$ cat src/core/mnx_pkg.sv
package mnx_pkg;

	localparam int unsigned DATA_W   = 8;
	localparam int unsigned INSTR_W  = 12;
	localparam int unsigned FIDX_W   = 5;
	localparam int unsigned FILE_N   = 32;
	localparam int unsigned ADDR_W   = 12;
	localparam int unsigned CNT_W    = 16;

	////////////////////////////////////////////////////////////////////////////
	// Register offsets, byte addresses
	localparam logic [ADDR_W-1:0] OFS_EXEC      = 12'h000;
	localparam logic [ADDR_W-1:0] OFS_ACC       = 12'h004;
	localparam logic [ADDR_W-1:0] OFS_STAT      = 12'h008;
	localparam logic [ADDR_W-1:0] OFS_OPT       = 12'h00C;
	localparam logic [ADDR_W-1:0] OFS_CNT       = 12'h010;
	localparam logic [ADDR_W-1:0] OFS_FILE_BASE = 12'h080;
	localparam logic [ADDR_W-1:0] FILE_AREA_MSK = 12'hF80;

	// Status register fields
	localparam int unsigned STAT_ZERO_BIT  = 0;
	localparam int unsigned STAT_UNSUP_BIT = 1;

	// Values after reset
	localparam logic [DATA_W-1:0]  ACC_RST  = 8'h00;
	localparam logic [DATA_W-1:0]  OPT_RST  = 8'hFF;
	localparam logic [DATA_W-1:0]  FILE_RST = 8'h00;
	localparam logic [INSTR_W-1:0] LAST_RST = 12'h000;

	////////////////////////////////////////////////////////////////////////////
	// Instruction encodings: a word matches when (word & mask) == value, or when it equals IDLE_WORD or OPT_WORD
	localparam logic [INSTR_W-1:0] COPY_MSK  = 12'hFC0;
	localparam logic [INSTR_W-1:0] COPY_VAL  = 12'h200;
	localparam logic [INSTR_W-1:0] STORE_MSK = 12'hFE0;
	localparam logic [INSTR_W-1:0] STORE_VAL = 12'h020;
	localparam logic [INSTR_W-1:0] LIT_MSK   = 12'hF00;
	localparam logic [INSTR_W-1:0] LIT_VAL   = 12'hC00;
	localparam logic [INSTR_W-1:0] IDLE_WORD = 12'h000;
	localparam logic [INSTR_W-1:0] OPT_WORD  = 12'h002;
	localparam int unsigned        DEST_BIT  = 5;

	typedef enum logic [2:0] {
		OP_IDLE,
		OP_COPY,
		OP_LOADLIT,
		OP_STORE,
		OP_OPTLOAD,
		OP_OTHER
	} mnx_op_t;

endpackage : mnx_pkg

$ cat src/core/mnx_decode.sv
`timescale 1ns/10ps

module mnx_decode (
	input  wire logic [mnx_pkg::INSTR_W-1:0] word,
	output mnx_pkg::mnx_op_t                 op,
	output logic [mnx_pkg::FIDX_W-1:0]       fidx,
	output logic                             dest,
	output logic [mnx_pkg::DATA_W-1:0]       lit
);
	import mnx_pkg::*;

	wire is_copy  = (word & COPY_MSK) == COPY_VAL;
	wire is_store = (word & STORE_MSK) == STORE_VAL;
	wire is_lit   = (word & LIT_MSK) == LIT_VAL;
	wire is_idle  = word == IDLE_WORD;
	wire is_opt   = word == OPT_WORD;

	assign fidx = word[FIDX_W-1:0];
	assign dest = word[DEST_BIT];
	assign lit  = word[DATA_W-1:0];

	always_comb begin
		if (is_copy)
			op = OP_COPY;
		else if (is_store)
			op = OP_STORE;
		else if (is_lit)
			op = OP_LOADLIT;
		else if (is_opt)
			op = OP_OPTLOAD;
		else if (is_idle)
			op = OP_IDLE;
		else
			op = OP_OTHER;
	end

endmodule : mnx_decode

$ cat src/core/mnx_exec.sv
// Implementation choices: the register offsets and register access over APB.
`timescale 1ns/10ps

// Functional notes
// RULE1 - A copy-file word reads the file register named by its 5-bit index and moves that value to its destination.
// RULE2 - For a copy-file word a destination bit of 0 loads the accumulator and 1 writes the register back.
// RULE3 - A copy-file word sets the zero flag from the moved value, also when it goes back to its own register.
// RULE4 - A store-accumulator word writes the accumulator into the indexed file register and leaves every flag alone.
// RULE5 - The fixed word ending in 0010 copies the accumulator into the timer/prescaler setup register, no flags.
// RULE6 - Load-literal puts its byte in the accumulator, no flags; the zero word idles; each word takes one cycle.
module mnx_exec #(
	parameter int unsigned FILE_N = mnx_pkg::FILE_N
) (
	input  wire logic                          pclk,
	input  wire logic                          presetn,
	input  wire logic                          psel,
	input  wire logic                          penable,
	input  wire logic                          pwrite,
	input  wire logic [mnx_pkg::ADDR_W-1:0]    paddr,
	input  wire logic [31:0]                   pwdata,
	output logic      [31:0]                   prdata,
	output logic                               pready,
	output logic                               pslverr,
	input  wire logic                          instr_valid,
	input  wire logic [mnx_pkg::INSTR_W-1:0]   instr_word,
	output logic                               fetch_ready,
	output logic      [mnx_pkg::DATA_W-1:0]    acc_out,
	output logic                               zero_out,
	output logic      [mnx_pkg::DATA_W-1:0]    option_out
);
	import mnx_pkg::*;

	function automatic logic is_zero(input logic [DATA_W-1:0] v);
		return v == '0;
	endfunction : is_zero

	////////////////////////////////////////////////////////////////////////////
	// State
	logic [DATA_W-1:0]  file_r [FILE_N];
	logic [DATA_W-1:0]  acc_r;
	logic               zero_r;
	logic [DATA_W-1:0]  opt_r;
	logic               unsup_r;
	logic [CNT_W-1:0]   cnt_r;
	logic [INSTR_W-1:0] last_r;
	logic               fetch_ready_r;
	logic               pready_r;
	logic               pslverr_r;
	logic [31:0]        prdata_r;

	////////////////////////////////////////////////////////////////////////////
	// Bus decode
	wire                apb_done  = psel & penable & pready_r;
	wire                apb_wr    = apb_done & pwrite;
	wire                sel_exec  = paddr == OFS_EXEC;
	wire                sel_acc   = paddr == OFS_ACC;
	wire                sel_stat  = paddr == OFS_STAT;
	wire                sel_opt   = paddr == OFS_OPT;
	wire                sel_cnt   = paddr == OFS_CNT;
	wire                sel_file  = ((paddr & FILE_AREA_MSK) == OFS_FILE_BASE) && (paddr[1:0] == 2'b00);
	wire [FIDX_W-1:0]   bus_fidx  = paddr[FIDX_W+1:2];
	wire                sel_known = sel_exec | sel_acc | sel_stat | sel_opt | sel_cnt | sel_file;

	wire                wr_exec   = apb_wr & sel_exec;
	wire                wr_acc    = apb_wr & sel_acc;
	wire                wr_stat   = apb_wr & sel_stat;
	wire                wr_cnt    = apb_wr & sel_cnt;
	wire                wr_file   = apb_wr & sel_file;

	////////////////////////////////////////////////////////////////////////////
	// Instruction source: fetch port, or a bus write to the execute register.
	// Any bus access stalls fetch, so the two never meet on one edge.
	wire                fetch_go  = instr_valid & fetch_ready_r;
	wire                exec_go   = fetch_go | wr_exec;
	wire [INSTR_W-1:0]  exec_word = wr_exec ? pwdata[INSTR_W-1:0] : instr_word;

	mnx_op_t            dec_op;
	logic [FIDX_W-1:0]  dec_fidx;
	logic               dec_dest;
	logic [DATA_W-1:0]  dec_lit;

	mnx_decode u_decode (
		.word (exec_word),
		.op   (dec_op),
		.fidx (dec_fidx),
		.dest (dec_dest),
		.lit  (dec_lit)
	);

	wire                do_copy   = exec_go & (dec_op == OP_COPY);
	wire                do_store  = exec_go & (dec_op == OP_STORE);
	wire                do_lit    = exec_go & (dec_op == OP_LOADLIT);
	wire                do_opt    = exec_go & (dec_op == OP_OPTLOAD);
	wire                do_other  = exec_go & (dec_op == OP_OTHER);

	wire [DATA_W-1:0]   copy_val  = file_r[dec_fidx];                  // RULE1
	wire                copy_to_f = do_copy & dec_dest;                // RULE2
	wire                copy_to_w = do_copy & ~dec_dest;               // RULE2

	////////////////////////////////////////////////////////////////////////////
	// Next values
	logic [DATA_W-1:0]  acc_nxt;
	logic               zero_nxt;
	logic [DATA_W-1:0]  opt_nxt;
	logic               unsup_nxt;
	logic [CNT_W-1:0]   cnt_nxt;
	logic               file_we;
	logic [FIDX_W-1:0]  file_wa;
	logic [DATA_W-1:0]  file_wd;

	always_comb begin
		acc_nxt = acc_r;
		if (copy_to_w)
			acc_nxt = copy_val;                                        // RULE2
		else if (do_lit)
			acc_nxt = dec_lit;                                         // RULE6
		else if (wr_acc)
			acc_nxt = pwdata[DATA_W-1:0];
	end

	// Only the copy-file word touches the zero flag
	assign zero_nxt = do_copy ? is_zero(copy_val) : zero_r;            // RULE3

	assign opt_nxt = do_opt ? acc_r : opt_r;                           // RULE5

	// A new unsupported word wins over a clear in the same cycle
	assign unsup_nxt = do_other | (unsup_r & ~(wr_stat & pwdata[STAT_UNSUP_BIT]));

	always_comb begin
		cnt_nxt = cnt_r;
		if (wr_cnt)
			cnt_nxt = '0;
		if (exec_go & ~do_other)
			cnt_nxt = cnt_nxt + CNT_W'(1);                             // RULE6
	end

	always_comb begin
		file_we = 1'b0;
		file_wa = dec_fidx;
		file_wd = acc_r;
		if (do_store) begin
			file_we = 1'b1;                                            // RULE4
		end else if (copy_to_f) begin
			file_we = 1'b1;
			file_wd = copy_val;                                        // RULE2
		end else if (wr_file) begin
			file_we = 1'b1;
			file_wa = bus_fidx;
			file_wd = pwdata[DATA_W-1:0];
		end
	end

	////////////////////////////////////////////////////////////////////////////
	// Read data
	logic [31:0] rd_val;

	always_comb begin
		rd_val = '0;
		if (sel_exec)
			rd_val[INSTR_W-1:0] = last_r;
		else if (sel_acc)
			rd_val[DATA_W-1:0] = acc_r;
		else if (sel_stat) begin
			rd_val[STAT_ZERO_BIT]  = zero_r;
			rd_val[STAT_UNSUP_BIT] = unsup_r;
		end else if (sel_opt)
			rd_val[DATA_W-1:0] = opt_r;
		else if (sel_cnt)
			rd_val[CNT_W-1:0] = cnt_r;
		else if (sel_file)
			rd_val[DATA_W-1:0] = file_r[bus_fidx];
	end

	wire pready_nxt = psel & penable & ~pready_r & ~fetch_ready_r;

	////////////////////////////////////////////////////////////////////////////
	// Flip-flops
	always_ff @(posedge pclk or negedge presetn) begin
		if (!presetn) begin
			acc_r   <= ACC_RST;
			zero_r  <= 1'b0;
			opt_r   <= OPT_RST;
			unsup_r <= 1'b0;
			cnt_r   <= '0;
			last_r  <= LAST_RST;
		end else begin
			acc_r   <= acc_nxt;
			zero_r  <= zero_nxt;
			opt_r   <= opt_nxt;
			unsup_r <= unsup_nxt;
			cnt_r   <= cnt_nxt;
			if (exec_go)
				last_r <= exec_word;
		end
	end

	always_ff @(posedge pclk or negedge presetn) begin
		if (!presetn) begin
			for (int i = 0; i < FILE_N; i++)
				file_r[i] <= FILE_RST;
		end else if (file_we) begin
			file_r[file_wa] <= file_wd;
		end
	end

	// Fetch is held off from the cycle after psel rises to the cycle after it falls, so every bus effect lands alone
	always_ff @(posedge pclk or negedge presetn) begin
		if (!presetn) begin
			fetch_ready_r <= 1'b1;
			pready_r      <= 1'b0;
			pslverr_r     <= 1'b0;
			prdata_r      <= '0;
		end else begin
			fetch_ready_r <= ~psel;
			pready_r      <= pready_nxt;
			if (pready_nxt) begin
				pslverr_r <= ~sel_known;
				prdata_r  <= pwrite ? 32'h0000_0000 : rd_val;
			end else begin
				pslverr_r <= 1'b0;
			end
		end
	end

	////////////////////////////////////////////////////////////////////////////
	// Outputs
	assign prdata      = prdata_r;
	assign pready      = pready_r;
	assign pslverr     = pslverr_r;
	assign fetch_ready = fetch_ready_r;
	assign acc_out     = acc_r;
	assign zero_out    = zero_r;
	assign option_out  = opt_r;

endmodule : mnx_exec

$ cat config.mk
export PLATFORM = sky130hd
export DESIGN_NAME = mnx_exec
export DESIGN_NICKNAME = d
export VERILOG_FILES = /design/src/core/mnx_pkg.sv /design/src/core/mnx_decode.sv /design/src/core/mnx_exec.sv
export SDC_FILE = /design/constraint.sdc
export NUM_CORES = 1
export LEC_CHECK = 0
export ABC_CLOCK_PERIOD_IN_PS = 6600
export BUFFER_PORTS_ARGS = -buffer_cell sky130_fd_sc_hd__buf_2
export CAP_MARGIN = 25
export CORE_MARGIN = 5
export CORE_UTILIZATION = 37
export CTS_CLUSTER_SIZE = 24
export DETAILED_ROUTE_END_ITERATION = 8
export HOLD_SLACK_MARGIN = 0.03
export SETUP_SLACK_MARGIN = 0.02
export SYNTH_ARGS = -nofsm -noshare
export SYNTH_HDL_FRONTEND = slang
export SYNTH_HIERARCHICAL = 1
export SYNTH_SLANG_ARGS = --single-unit
$ cat constraint.sdc
create_clock -name pclk -period 6.6 [get_ports pclk]
set_input_delay 0.66 -clock pclk [delete_from_list [all_inputs] [get_ports pclk]]
set_output_delay 0.66 -clock pclk [all_outputs]
set_load 0.1 [all_outputs]
# == Word-level counts from Yosys, hierarchy flattened ==
# Index checks and enable logic that the tools add are counted.
# word_totals
out_inout_bits,52
romBits,0
in_bits,62
reg_bits,337
latch_bits,0
n_memories,0
ramBits,0
# op_classes
order_cmp,4
n_reduce_logical,7
eq_ne,14
div,0
mul,0
n_addsub,1
shift,0
mux,42
bitwise,38
# op_table
op,n
256-bit bitwise mux,1
8-bit 2-to-1 mux,18
8-bit binary-select mux with 5-bit select,2
16-bit 2-to-1 mux,3
8-bit demux with 5-bit select,1
12-bit by 4-bit == test with 1-bit output (second input constant),2
12-bit zero test,2
12-bit 2-to-1 mux,2
1-bit AND,21
6-bit >= comparator (second input constant),3
5-bit inverter with 6-bit output,3
16-bit by 1-bit adder with 16-bit output (second input constant),1
3-bit 2-to-1 mux,5
5-bit 2-to-1 mux,3
14-bit 2-to-1 mux,1
12-bit by 2-bit == test with 1-bit output (second input constant),1
12-bit by 3-bit == test with 1-bit output (second input constant),1
12-bit by 5-bit == test with 1-bit output (second input constant),1
8-bit zero test,1
7-bit by 1-bit == test with 1-bit output (second input constant),1
1-bit inverter,7
1-bit bitwise OR,7
3-bit by 2-bit == test with 1-bit output (second input constant),2
3-bit == test (second input constant),2
other kinds (11),15

# == Longest topological paths before layout ==
# depth
depth_word,22
ltp_mapped,20
mapped_depth_nobuf,14

# == Cells and area by module ==
# Netlist, hierarchy kept.
# modules_own_cells
mod,area_per_inst_um2,seq_area_each_um2,n_inst,cells_per_inst
mnx_exec,19921.6,8044.0,1,1736
mnx_decode,186.4,0.0,1,27

# == Worst setup path after synthesis ==
# OpenSTA, ideal clock, no wires.
# synth_path
path_kind,input -> register
startpoint,in paddr[4] (netlist bit)
endpoint,reg file_r[120] (netlist bit)
t_required_ns,6.459
path_buffers,5
setup_ns,0.141
stages,19
t_arrival_ns,4.819
slack_ns,1.641
cell_sequence,buf_2 nor3_4 nand4b_1 nor3_2 nand2_1 buf_2 mux2_2 or4_4 nor3_2 a31oi_1 nor2b_1 and3_1 a21o_1 buf_6 buf_8 a2111oi_4 or2_2 buf_2 a41oi_2
# synth_between
elab_chain_len,20
# synth_lines
element,line,source
start: declaration,mnx_exec.sv:19,"input wire logic [mnx_pkg::ADDR_W-1:0] paddr,"
12-bit zero test (*),mnx_exec.sv:55,wire sel_exec = paddr == OFS_EXEC;
1-bit AND (*),mnx_exec.sv:64,wire wr_exec = apb_wr & sel_exec;
12-bit 2-to-1 mux (*),mnx_exec.sv:75,wire [INSTR_W-1:0] exec_word = wr_exec ? pwdata[INSTR_W-1:0] : instr_word;
via exec_word[6],mnx_exec.sv:75,
12-bit zero test,mnx_decode.sv:15,wire is_idle = word == IDLE_WORD;
3-bit 2-to-1 mux,mnx_decode.sv:31,else if (is_idle)
3-bit 2-to-1 mux,mnx_decode.sv:29,else if (is_opt)
3-bit 2-to-1 mux,mnx_decode.sv:27,else if (is_lit)
[... 2 more ...],-,
via dec_op[0],mnx_exec.sv:77,mnx_op_t dec_op;
[... 3 more ...],-,
5-bit 2-to-1 mux,mnx_exec.sv:143,end else if (copy_to_f) begin
5-bit 2-to-1 mux,mnx_exec.sv:141,if (do_store) begin
5-bit inverter with 6-bit output (not written as such),mnx_exec.sv:202,file_r[file_wa] <= file_wd;
6-bit >= comparator (not written as such) / 6-bit by 1-bit < comparator with 1-bit output (equally long branches),mnx_exec.sv:202,
1-bit logical AND (not written as such),mnx_exec.sv:202,
8-bit 2-to-1 mux (not written as such),mnx_exec.sv:202,
8-bit demux with 5-bit select,mnx_exec.sv:202,
256-bit bitwise mux,mnx_exec.sv:202,
end signal: indexed assignment,mnx_exec.sv:202,
end: declaration,mnx_exec.sv:39,logic [DATA_W-1:0] file_r [FILE_N];
# The timed path passes the listed nets; every way through them passes the cells marked *. The select of a mux whose other input is x is not followed.
# A chain may end at the register's enable or synchronous reset.

# == Worst setup path after layout ==
# layout_path
startpoint,in paddr[11] (netlist bit)
endpoint,reg file_r[184] (netlist bit)
# The elaborated chain is that of the path after synthesis.

==> reports/metrics.cfg <==
[critical_path]
timing.critical_path.from_type=input port
critical_path_class=in2reg
critPathRequiredTime_ns=7.07
timing.critical_path.from=paddr[11]
capturing_element_type_of_the_critical_path=flip-flop
critical_path.endpoint=file_r[184]
critical_path.reg2reg.startpoint=pready
regToRegEndpoint=file_r[184]
worst-path-max-fanout=32
timing.critical_path.arrival_ns=6.18
ff2ff_setup_slack_ns=1.61
ff2ff_path_depth=14

[global_routing]
grt_pass1_vias=16360
grtUsageTotal_pct=22.9
grt_remaining_overflow=0
grt_max_degree=184
wire_length_of_the_first_global_routing_pass_um=106000
grt_antenna_before_repair=3

[yosys]
synth_flop_cell=sky130_fd_sc_hd__dfrtp_1
synth_edf_count=0
ys_types=83
synth_most_common_cell=sky130_fd_sc_hd__dfrtp_1
syn_area_per_cell_sq_um=11.4
yosysTopAreaCellShare_pct=38.8
postSynth.asyncResetShare_pct=100
synthesis.instances=1763
synthesis.yosys.warnings=6
synthesized_cell_area_sq_um=20100
synthTopCellsByCount=312 x sky130_fd_sc_hd__dfrtp_1, 266 x sky130_fd_sc_hd__nor3_1, 219 x sky130_fd_sc_hd__a31oi_1, 119 x sky130_fd_sc_hd__mux4_2, 85 x sky130_fd_sc_hd__buf_2
synth_top_area_cell=sky130_fd_sc_hd__dfrtp_1
postSynthRegisterBits=321
synth.yosys.seq_area_share_pct=40.0
synth.top_cells.by_area=sky130_fd_sc_hd__dfrtp_1 39%, sky130_fd_sc_hd__mux4_2 13%, sky130_fd_sc_hd__a31oi_1 6.8%, sky130_fd_sc_hd__nor3_1 6.6%, sky130_fd_sc_hd__mux2_2 2.7%

[placed_design]
gp_routability_congestion=0.916
portBuffers=77
dp_hpwl_um=47100

[sta]
final_hold_viol_count=0
clock.fmax_mhz=175
setup_tns_ns=0
period_minus_slack_ns=5.71
fin_skew_ns=0.0299
post-route-period-util_pct=86.5
worst_pin_slew_ns=1.14
rsz0062_at_grt=false
timing.final.max_slew_violations=0
relSlewSlack_pct=23.4
finalSetupViolCount=0

[power]
post-layout-total-power_mw=4.90
pwr-share-clk_pct=42.0
p_comb_share_pct=15.0
leakagePower_nw=9.32
worst_ir_drop_vdd_uv=145
power_density_nw_per_um2=221
switching_share_pct=30.2
power.internal_mw=3.42
share_seq_of_total_power_pct=43.0
switching_power_mw=1.48

[flow_run]
max-cap-violations=0

[finish]
number_of_diodes=0
drive_gt1_share_pct=31.3
synthToLayoutAreaGrowth_pct=10.4
final_net_count=1851

[drt]
via_count=16609
drtPass1Iterations=6
totalWireLength_um=69200
wl_per_cell_um=27.6
drt-vias-per-instance=6.62
remaining_drc_errors=0
drt_first_iter_violations=1973
drtAntennaViolNets=0

[clock_network]
cts-htree-levels=2
cts_resized=0
cts.path.max_buffers=3
tritoncts_clock_tree=yes
tritoncts_sink_count=321
worst_skew_pair_latency_ns=0.58
cts.clk_slew.worst_paths_ns=0.06
cts-buffers-inserted=38
cts_root_buffer=sky130_fd_sc_hd__clkbuf_16

[die]
core.rowCount=85
die_area_sq_um=59100
number_of_ports_placed_on_the_die_boundary=114
fp.dieW_um=243
core_region_area_sq_um=53800
start_util_pct=37.4
die_height_um=243

[status]
run_status=completed

[min_path]
timing.hold.worst_path_depth=2
hold_path_class=in2reg

==> worst max-delay path, cell delays in order <==
cell                       delay [ns]
sky130_fd_sc_hd__buf_2           0.11
sky130_fd_sc_hd__nor4_4          0.43
sky130_fd_sc_hd__nand4b_1        0.24
sky130_fd_sc_hd__nor3_2          0.51
sky130_fd_sc_hd__nand2_1         0.46
sky130_fd_sc_hd__mux2_2          0.44
sky130_fd_sc_hd__or4_4           0.57
sky130_fd_sc_hd__nor3_2          0.19
sky130_fd_sc_hd__a31oi_1         0.23
sky130_fd_sc_hd__nor2b_1         0.22
sky130_fd_sc_hd__and3_1          0.24
sky130_fd_sc_hd__a21o_2          0.23
sky130_fd_sc_hd__buf_4           0.25
sky130_fd_sc_hd__a21boi_4        0.50
sky130_fd_sc_hd__nand2_4         0.49
sky130_fd_sc_hd__a41oi_1         0.37
==> layer usage <==
metal / GRT usage [%] / share of wire, %
met5: 0 / 0.036
met4: 9.36 / 4.4
met3: 5.04 / 9.9
met2: 35.8 / 46
met1: 31.1 / 40
==> cell families after synthesis <==
logic type / count (synthesis) / share of synthesized area, %
compound gates: 434 / 17.8
xor+xnor: 6 / 0.261
fa+ha+maj: 1 / 0.0622
buf+inv: 212 / 6.53
flops: 321 / 40.0
mux: 217 / 18.5
other cells: 1 / 0.0186
simple gates: 571 / 16.7
==> cell type report <==
cell class                 instances  area [sq um]
tap                              696           871
sequential                       321          8040
clock inverter                    11           109
fill                            5064         31600
multi-input combinational       1245         10900
clock buffer                      55          1070
timing repair buffer             176          1230
inverter                           6          22.5
==> layout by cell type (no fill, tap or decap), drive strengths merged, types with 13 or more instances in the layout <==
| master | n |
|---|---|
| a31oi | 232 |
| o21ai | 33 |
| nor2 | 29 |
| nand3 | 30 |
| mux4 | 119 |
| a41oi | 32 |
| nand2 | 87 |
| or2 | 35 |
| a21oi | 21 |
| nor4 | 25 |
| conb | 16 |
| buf | 174 |
| nand2b | 13 |
| a211oi | 26 |
| o22ai | 17 |
| dfrtp | 312 |
| mux2 | 49 |
| clkbuf | 56 |
| and3 | 16 |
| nor3 | 279 |
| mux2i | 49 |
| nor2b | 13 |
==> worst min-delay path by stage <==
stage / startpoint / endpoint / slack, ns
CTS: psel / fetch_ready / 0.20
global route: psel / fetch_ready / 0.23
floorplan: presetn / acc_out[0] / 0.36
global placement: prdata[13] / prdata[13] / 0.45
finish: psel / fetch_ready / 0.22
detailed placement: prdata[13] / prdata[13] / 0.45
==> per-stage QoR <==
stage / setup WS [ns] / instances / instance area, sq um / hold slack [ns] / utilization (%)
floorplan: 1.64 / 1778 / 20200 / 0.364 / -
global placement: 0.603 / 2441 / 21000 / 0.454 / 39.0
detailed placement: 0.439 / 2441 / 21000 / 0.452 / 39.0
CTS: 1.01 / 2508 / 22200 / 0.203 / 41.2
global route: 0.643 / 2510 / 22200 / 0.230 / 41.3
finish: 0.894 / 2510 / 22200 / 0.219 / 41.3
==> what timing repair did <==
item,4_1_cts,5_1_grt
setup buffers,0,0
hold buffers,1,0
endpoints found under the hold margin,1,0
==> power groups by stage <==
stage                     combinational (mW)  sequential, mW  clock, mW
after CTS                              0.725            2.11       2.08
after detailed placement               0.721            2.14          0
after global placement                 0.711            2.14          0
after floorplan                        0.438            2.19          0
final                                  0.736            2.11       2.06
after global routing                   0.777            2.12       2.15
==> state kept, by name, indices dropped and copies added, names as in the netlist, 8 cells and up <==
| register | flops |
|---|---|
| last_r | 12 |
| option_out | 8 |
| acc_out | 8 |
| file_r | 256 |
| cnt_r | 16 |
| prdata | 16 |
No activity file was read; power rests on OpenSTA's default activity.
